## src/core/smc_regs.svh

```systemverilog
/*
 * Register map, field positions, reset values and timing counts of the
 * supply monitor control block.
 * Assumes a 10 MHz core clock and an 8-bit register address space.
 */
`ifndef SMC_REGS_SVH
`define SMC_REGS_SVH

// ----------------------------------------------------------------------
// Register addresses
// ----------------------------------------------------------------------
`define SMC_ADDR_CTRL 8'hDF
`define SMC_ADDR_IRQ_STATUS 8'hE0
`define SMC_ADDR_IRQ_MASK 8'hE1

// ----------------------------------------------------------------------
// Control register fields
// ----------------------------------------------------------------------
`define SMC_BIT_DCMP 7
`define SMC_BIT_ACMP 6
`define SMC_BIT_FLAG 5
`define SMC_BIT_DTRIP_HI 4
`define SMC_BIT_DTRIP_LO 3
`define SMC_BIT_ATRIP_HI 2
`define SMC_BIT_ATRIP_LO 1
`define SMC_BIT_EN 0
`define SMC_CTRL_RESET 8'hDE

// ----------------------------------------------------------------------
// Interrupt status and mask fields
// ----------------------------------------------------------------------
`define SMC_IRQ_LOW 0
`define SMC_IRQ_RECOVER 1
`define SMC_IRQ_W 2
`define SMC_IRQ_RESET 2'h0

// ----------------------------------------------------------------------
// Timing
// ----------------------------------------------------------------------
`define SMC_CLK_HZ 10000000
`define SMC_HOLD_MS 250
`define SMC_HOLD_CYCLES ((64'd`SMC_HOLD_MS * 64'd`SMC_CLK_HZ) / 64'd1000)
`define SMC_HOLD_CNT_W 22
`define SMC_GLITCH_NS 2000
`define SMC_GLITCH_CYCLES ((`SMC_GLITCH_NS * (`SMC_CLK_HZ / 1000000)) / 1000)
`define SMC_GLITCH_CNT_W 5

`endif

```

## src/core/smc_pkg.sv

```systemverilog
/*
 * Types of the supply monitor control block.
 * Assumes nothing beyond a SystemVerilog compiler.
 */
package smc_pkg;

	// ------------------------------------------------------------------
	// Flag state
	// ------------------------------------------------------------------
	typedef enum logic [1:0] {
		SMC_IDLE,
		SMC_LOW,
		SMC_HOLD
	} smc_state_e;

endpackage : smc_pkg

```

## src/core/smc_supply_monitor.sv

```systemverilog
/*
 * Digital control and status of a dual-rail supply monitor: control
 * register, comparator input filtering, low-supply flag with recovery
 * hold-off, interrupt status and mask.
 * Assumes comparator outputs arrive asynchronously from the analog
 * section and that the register master follows the plain strobe port.
 */
// Summary of operation
// - A low-supply flag is raised when either rail drops below its selected trip point.
// - The flag drives the interrupt output when its enable bit is set.
// - The flag stays set until both rails have been good for 250 ms without a break, or software clears it once the rails are good.
// - Bits 7 and 6 read back the digital and analog comparator states, 1 meaning good.
// - Bit 5 is the low-supply flag, set by hardware whenever a comparator reads low.
// - With both comparators high a 250 ms counter runs and clears the flag on expiry.
// - Software may write the flag, but a clear is ignored while a comparator is low.
// - Bits 4:3 choose the digital trip level and are driven to its comparator.
// - Bits 2:1 choose the analog trip level with the same encoding.
// - Bit 0 enables the monitor when set and disables it when cleared.
// - The control register sits at address DF hex and resets to DE hex.
// - Comparator inputs are filtered so short glitches cannot set the flag.
`timescale 1ns/1ps
`include "smc_regs.svh"

module smc_supply_monitor #(
	parameter int unsigned HOLD_CYCLES = 32'(`SMC_HOLD_CYCLES)
) (
	input wire logic clk_i,
	input wire logic srst_i,
	input wire logic [7:0] addr_i,
	input wire logic [7:0] wdata_i,
	input wire logic wr_i,
	input wire logic rd_i,
	output logic [7:0] rdata_o,
	input wire logic digital_rail_comparator_i,
	input wire logic analog_rail_comparator_i,
	output logic [1:0] digital_trip_select_o,
	output logic [1:0] analog_trip_select_o,
	output logic monitor_enable_o,
	output logic low_supply_flag_o,
	output logic irq_o
);

	// ------------------------------------------------------------------
	// Constants and decode
	// ------------------------------------------------------------------
	localparam logic [`SMC_HOLD_CNT_W-1:0] HOLD_LAST = `SMC_HOLD_CNT_W'(HOLD_CYCLES - 1);
	localparam logic [`SMC_GLITCH_CNT_W-1:0] GLITCH_LAST =
		`SMC_GLITCH_CNT_W'(`SMC_GLITCH_CYCLES - 1);
	localparam logic [7:0] CTRL_RESET = `SMC_CTRL_RESET;

	function automatic logic hit(input logic [7:0] a, input logic [7:0] reg_addr);
		hit = (a == reg_addr);
	endfunction : hit

	logic wr_ctrl;
	logic wr_status;
	logic wr_mask;
	assign wr_ctrl = wr_i && hit(addr_i, `SMC_ADDR_CTRL);
	assign wr_status = wr_i && hit(addr_i, `SMC_ADDR_IRQ_STATUS);
	assign wr_mask = wr_i && hit(addr_i, `SMC_ADDR_IRQ_MASK);

	// ------------------------------------------------------------------
	// Comparator synchronise and glitch filter
	// ------------------------------------------------------------------
	logic [1:0] cmp_raw;
	logic [1:0] cmp_filt;
	assign cmp_raw = {digital_rail_comparator_i, analog_rail_comparator_i};

	genvar g;
	generate
		for (g = 0; g < 2; g++) begin : g_rail
			logic s1_q;
			logic s2_q;
			logic s3_q;
			logic filt_q;
			logic [`SMC_GLITCH_CNT_W-1:0] cnt_q;

			always_ff @(posedge clk_i) begin
				if (srst_i) begin
					s1_q <= 1'b1;
					s2_q <= 1'b1;
					s3_q <= 1'b1;
				end else begin
					s1_q <= cmp_raw[g];
					s2_q <= s1_q;
					s3_q <= s2_q;
				end
			end

			// A new level must hold for the whole filter time before it counts
			always_ff @(posedge clk_i) begin
				if (srst_i) begin
					cnt_q <= '0;
					filt_q <= 1'b1;
				end else if (s2_q == s3_q && s3_q != filt_q) begin
					if (cnt_q == GLITCH_LAST) begin
						filt_q <= s3_q;
						cnt_q <= '0;
					end else begin
						cnt_q <= cnt_q + 1'b1;
					end
				end else begin
					cnt_q <= '0;
				end
			end

			assign cmp_filt[g] = filt_q;
		end
	endgenerate

	// ------------------------------------------------------------------
	// Control register
	// ------------------------------------------------------------------
	logic [1:0] dtrip_q;
	logic [1:0] atrip_q;
	logic enable_q;

	always_ff @(posedge clk_i) begin
		if (srst_i) begin
			dtrip_q <= CTRL_RESET[`SMC_BIT_DTRIP_HI:`SMC_BIT_DTRIP_LO];
			atrip_q <= CTRL_RESET[`SMC_BIT_ATRIP_HI:`SMC_BIT_ATRIP_LO];
			enable_q <= CTRL_RESET[`SMC_BIT_EN];
		end else if (wr_ctrl) begin
			dtrip_q <= wdata_i[`SMC_BIT_DTRIP_HI:`SMC_BIT_DTRIP_LO];
			atrip_q <= wdata_i[`SMC_BIT_ATRIP_HI:`SMC_BIT_ATRIP_LO];
			enable_q <= wdata_i[`SMC_BIT_EN];
		end
	end

	assign digital_trip_select_o = dtrip_q;
	assign analog_trip_select_o = atrip_q;
	assign monitor_enable_o = enable_q;

	// Disabled monitor reads both rails as good so no stale low can hold the flag
	logic dgood;
	logic agood;
	logic low_any;
	assign dgood = cmp_filt[1] | ~enable_q;
	assign agood = cmp_filt[0] | ~enable_q;
	assign low_any = ~dgood | ~agood;

	// ------------------------------------------------------------------
	// Low-supply flag and recovery hold-off
	// ------------------------------------------------------------------
	smc_pkg::smc_state_e state_q;
	smc_pkg::smc_state_e state_d;
	logic [`SMC_HOLD_CNT_W-1:0] hold_q;
	logic sw_set;
	logic sw_clear;
	logic expire;

	assign sw_set = wr_ctrl && wdata_i[`SMC_BIT_FLAG];
	assign sw_clear = wr_ctrl && !wdata_i[`SMC_BIT_FLAG];
	assign expire = (state_q == smc_pkg::SMC_HOLD) && !low_any && (hold_q == HOLD_LAST);

	always_comb begin
		state_d = state_q;
		case (state_q)
			smc_pkg::SMC_IDLE: begin
				if (low_any) begin
					state_d = smc_pkg::SMC_LOW;
				end else if (sw_set) begin
					state_d = smc_pkg::SMC_HOLD;
				end
			end
			smc_pkg::SMC_LOW: begin
				// Clears from software have no effect here
				if (!low_any) begin
					state_d = smc_pkg::SMC_HOLD;
				end
			end
			smc_pkg::SMC_HOLD: begin
				if (low_any) begin
					state_d = smc_pkg::SMC_LOW;
				end else if (sw_clear || expire) begin
					state_d = smc_pkg::SMC_IDLE;
				end
			end
			default: begin
				state_d = smc_pkg::SMC_IDLE;
			end
		endcase
	end

	always_ff @(posedge clk_i) begin
		if (srst_i) begin
			state_q <= smc_pkg::SMC_IDLE;
		end else begin
			state_q <= state_d;
		end
	end

	// Counter only runs while both rails stay good
	always_ff @(posedge clk_i) begin
		if (srst_i) begin
			hold_q <= '0;
		end else if (state_q == smc_pkg::SMC_HOLD && state_d == smc_pkg::SMC_HOLD) begin
			hold_q <= hold_q + 1'b1;
		end else begin
			hold_q <= '0;
		end
	end

	logic flag;
	assign flag = (state_q != smc_pkg::SMC_IDLE);
	assign low_supply_flag_o = flag;

	// ------------------------------------------------------------------
	// Interrupt status and mask
	// ------------------------------------------------------------------
	logic [`SMC_IRQ_W-1:0] status_q;
	logic [`SMC_IRQ_W-1:0] mask_q;
	logic [`SMC_IRQ_W-1:0] events;

	always_comb begin
		events = '0;
		events[`SMC_IRQ_LOW] = flag;
		events[`SMC_IRQ_RECOVER] = expire;
	end

	// Set wins over a same-cycle write-one clear
	always_ff @(posedge clk_i) begin
		if (srst_i) begin
			status_q <= `SMC_IRQ_RESET;
		end else begin
			status_q <= (status_q & ~(wr_status ? wdata_i[`SMC_IRQ_W-1:0] : '0)) | events;
		end
	end

	always_ff @(posedge clk_i) begin
		if (srst_i) begin
			mask_q <= `SMC_IRQ_RESET;
		end else if (wr_mask) begin
			mask_q <= wdata_i[`SMC_IRQ_W-1:0];
		end
	end

	assign irq_o = |(status_q & mask_q);

	// ------------------------------------------------------------------
	// Read back
	// ------------------------------------------------------------------
	logic [7:0] rdata_q;
	logic [7:0] ctrl_view;
	assign ctrl_view = {dgood, agood, flag, dtrip_q, atrip_q, enable_q};

	// Data stands only in the cycle after the strobe; unmapped reads give zero
	always_ff @(posedge clk_i) begin
		if (srst_i) begin
			rdata_q <= 8'h00;
		end else if (rd_i && hit(addr_i, `SMC_ADDR_CTRL)) begin
			rdata_q <= ctrl_view;
		end else if (rd_i && hit(addr_i, `SMC_ADDR_IRQ_STATUS)) begin
			rdata_q <= {6'h00, status_q};
		end else if (rd_i && hit(addr_i, `SMC_ADDR_IRQ_MASK)) begin
			rdata_q <= {6'h00, mask_q};
		end else begin
			rdata_q <= 8'h00;
		end
	end

	assign rdata_o = rdata_q;

endmodule : smc_supply_monitor
```

## config.mk

```make
export PLATFORM = sky130hd
export DESIGN_NAME = smc_supply_monitor
export DESIGN_NICKNAME = d
export VERILOG_FILES = /design/src/core/smc_pkg.sv /design/src/core/smc_supply_monitor.sv
export VERILOG_INCLUDE_DIRS = /design/src /design/src/core
export SDC_FILE = /design/constraint.sdc
export NUM_CORES = 1
export LEC_CHECK = 0
export ABC_AREA = 1
export BUFFER_PORTS_ARGS = -buffer_cell sky130_fd_sc_hd__buf_2
export CAP_MARGIN = 20
export CORE_UTILIZATION = 45
export DETAILED_ROUTE_END_ITERATION = 16
export PLACE_DENSITY_LB_ADDON = 0.1
export SKIP_LAST_GASP = 1
export SLEW_MARGIN = 15
export SYNTH_ARGS = -nofsm -noshare
export SYNTH_HDL_FRONTEND = slang
export SYNTH_SLANG_ARGS = --single-unit
export TNS_END_PERCENT = 10
```

## constraint.sdc

```tcl
create_clock -name clk_i -period 2.2 [get_ports clk_i]
set_input_delay 0.11 -clock clk_i [delete_from_list [all_inputs] [get_ports clk_i]]
set_output_delay 0.11 -clock clk_i [all_outputs]
set_load 0.01 [all_outputs]
```

==> flow_summary_export.csv <==
group,metric,value,unit
clocking,cts_max_path_buffers,2,
place,dp_hpwl,3812,µm
setup_path,worstPathArrival,1.96,ns
layout,nets,450,
power_and_ir_drop,vdd_drop_max,0.4426,mV
logic_synthesis,synth_area_per_cell,7.096,µm²
timing,fin_ws,0.4589,ns
timing,fin_crit_sh,0.7914,
timing,setup_viol,0,
routing,vias,2373,
logic_synthesis,synthAdderAreaFrac,0.01403,
setup_path,worstSetupStartpointType,"flip-flop",
clocking,post_cts_resized,0,
setup_path,crit_chain,"ha_1, inv_1, nor2_4, nand3_1, nor2_1, nand2_1, nand3_2, nor2_1",
place,port_buffers,34,
timing,tightestPinTransition,0.5609,ns
global_routing,overflow,0,
run_status,status,"complete, no violations",
logic_synthesis,synth_top_family_by_area,"simple AND/OR/NAND/NOR gates",
routing,finalWirelength,5301,µm
layout,drive_above_1_share,0.1465,
place,placed_cells,480,
setup_path,critPathMostFrequentCell,"nor2_1",
logic_synthesis,synthesis.nets,402,
floorplan,die-area,6257,µm²
routing,drc,0,
setup_path,crit_fanout,22,
power_and_ir_drop,powerDensity,638.5,nW/µm²
routing,wl_per_cell,10.56,µm
logic_synthesis,synthMuxAreaShare,0,
layout,final_common_cell,"nor2_1",
logic_synthesis,synth_area,2675,µm²
timing,tns,0,ns
logic_synthesis,synth_compound_area_frac,0.04911,
logic_synthesis,yosysWarnings,0,
setup_path,crit_buf_inv,1,
floorplan,die_w,79.10,µm
clocking,htree_num_levels,3,
layout,syn2layout_area_growth,17.77,%
timing,skew,0.006304,ns
routing,viasPerCell,4.727,
place,pre_cts_slack,0.4269,ns
setup_path,required,2.41,ns
logic_synthesis,ys_types,23,
floorplan,ios,37,
job,maxCapViolations,0,
global_routing,grtUsageTotal,0.1858,
layout,antenna_cells,0,
floorplan,core.rowCount,27,
global_routing,grt_max_degree,23,
setup_path,critical-path-max-stage-delay,0.40,ns
timing,holdWs,0.07789,ns
setup_path,cp_top_family,"simple AND/OR/NAND/NOR gates",
routing,dr.first_iter.drc_count,83,
timing,max_slew_margin,0.6232,
place,place.gp.congestion,0.8891,
setup_path,timing_worst_setup_path_type,"flip-flop to flip-flop",
routing,first_pass_iters,4,
clocking,cts_buffers,9,
clocking,clkSlewWorstSetupHoldPaths,0.07,ns
timing,final_hold_viol_count,0,
floorplan,core,5608,µm²
floorplan,die_height,79.10,µm
clocking,clk_latency,0.34,ns
routing,drtAntennaViolNets,0,
setup_path,critical-path-slowest-cell,"dfxtp_1",
layout,most-common-layout-cells,"nor2_1 (80), nand2_1 (77), dfxtp_1 (59), inv_1 (53), buf_2 (34)",
logic_synthesis,synth_cells,377,
power_and_ir_drop,leakagePower,1.297,nW
timing,min_period,1.741,ns
layout,final_cells,502,
worst_hold_path,min_path_type,"input port to flip-flop",
timing,slew_viol_final,0,
global_routing,antenna_found_initial,0,
clocking,cts_root_buffer,"clkbuf_8",
logic_synthesis,synthSimpleGateAreaFrac,0.3475,
setup_path,end_kind,"flip-flop",
logic_synthesis,synth-seq-area-share,0.4415,
global_routing,grt_pass1_vias,2058,
timing,fmax,574.4,MHz
logic_synthesis,synth_xor_area_frac,0.06221,
logic_synthesis,synth-seq-cells,59,
floorplan,start_util,0.4770,
clocking,numClockSinks,59,
global_routing,grt_pass1_wl,9052,µm
timing,rsz0062_at_grt,"false",
clocking,cts_tree,"done",
-- timing repair --
item | 4_1_cts | 5_1_grt
setup buffers | 0 | 0
endpoints found under the hold margin | 6 | 0
hold buffers | 6 | 0
-- layer usage --
metal | vias up | part of all wire | track usage
met1 | 1039 | 0.52 | 0.2470
met4 | 0 | 0.017 | 0.08545
met5 | - | 0 | 0
met2 | 47 | 0.42 | 0.2741
met3 | 10 | 0.048 | 0.05632
li1 | 1277 | - | -
-- power by group --
group	switching (mW)	internal, mW	total, mW
clock network	0.457	0.415	0.871
logic	0.0345	0.0293	0.0638
registers	0.00288	1.07	1.08
total	0.494	1.52	2.01
-- kinds of logic after synthesis --
| logic type | after synthesis |
|---|---|
| adder cells (fa/ha/maj) | 3 |
| buffers and inverters | 57 |
| AND/OR/NAND/NOR | 216 |
| AO/OA/AOI/OAI | 23 |
| flip-flops | 59 |
| XOR/XNOR | 19 |
-- area by class of cell --
type / count / area [µm²]
flip-flops and latches: 59 / 1181
fillers: 592 / 2457
clock inverters: 7 / 53.80
repair buffers: 41 / 237.7
clock buffers: 9 / 123.9
inverters: 53 / 198.9
multi-input cells: 261 / 1265
well taps: 72 / 90.09
-- path summary, 6_finish.rpt --
| check | from | end | slack (ns) | cells after the start |
|---|---|---|---|---|
| max | hold_q[0] | hold_q[17] | 0.46 | 8 |
| min | srst_i | status_q[0] | 0.08 | 2 |
| max reg2reg | hold_q[0] | hold_q[17] | 0.46 | 8 |
| min reg2reg | g_rail[0].s1_q | g_rail[0].s2_q | 0.41 | 1 |
-- synth_stat cells --
master | n | share of area
o211ai_1 | 3 | 0.0084
buf_6 | 2 | 0.0084
o21ai_0 | 5 | 0.0094
a22o_1 | 1 | 0.0033
or2_2 | 8 | 0.019
inv_1 | 53 | 0.074
nand4_1 | 11 | 0.026
xor2_1 | 11 | 0.036
nor2_2 | 1 | 0.0023
nand2_2 | 1 | 0.0023
nand2_1 | 77 | 0.11
nor2_1 | 80 | 0.11
a211oi_1 | 2 | 0.0056
xnor2_1 | 8 | 0.026
dfxtp_1 | 59 | 0.44
nor2_4 | 1 | 0.0042
nand3_2 | 1 | 0.0037
nor3_1 | 3 | 0.0056
ha_1 | 3 | 0.014
clkbuf_1 | 2 | 0.0028
nand3b_1 | 3 | 0.0084
a21oi_1 | 12 | 0.022
nand3_1 | 30 | 0.056
-- sequential cells by signal (all words and copies together) (netlist names) --
signal and count:
analog_trip_select_o 2, digital_trip_select_o 2, g_rail.cnt_q 10, g_rail.filt_q 2
g_rail.s1_q 2, g_rail.s2_q 2, g_rail.s3_q 2, hold_q 22
mask_q 2, monitor_enable_o 1, rdata_o 8, state_q 2
status_q 2
-- metrics by stage --
stage / power, mW / area [µm²] / util
floorplan: 1.127 / 2675 / -
global placement: 1.155 / 2913 / 0.5194
detailed placement: 1.156 / 2913 / 0.5194
CTS: 2.049 / 3151 / 0.5618
global route: 2.100 / 3151 / 0.5618
finish: 2.011 / 3151 / 0.5618
(Power assumes the default switching activity.)
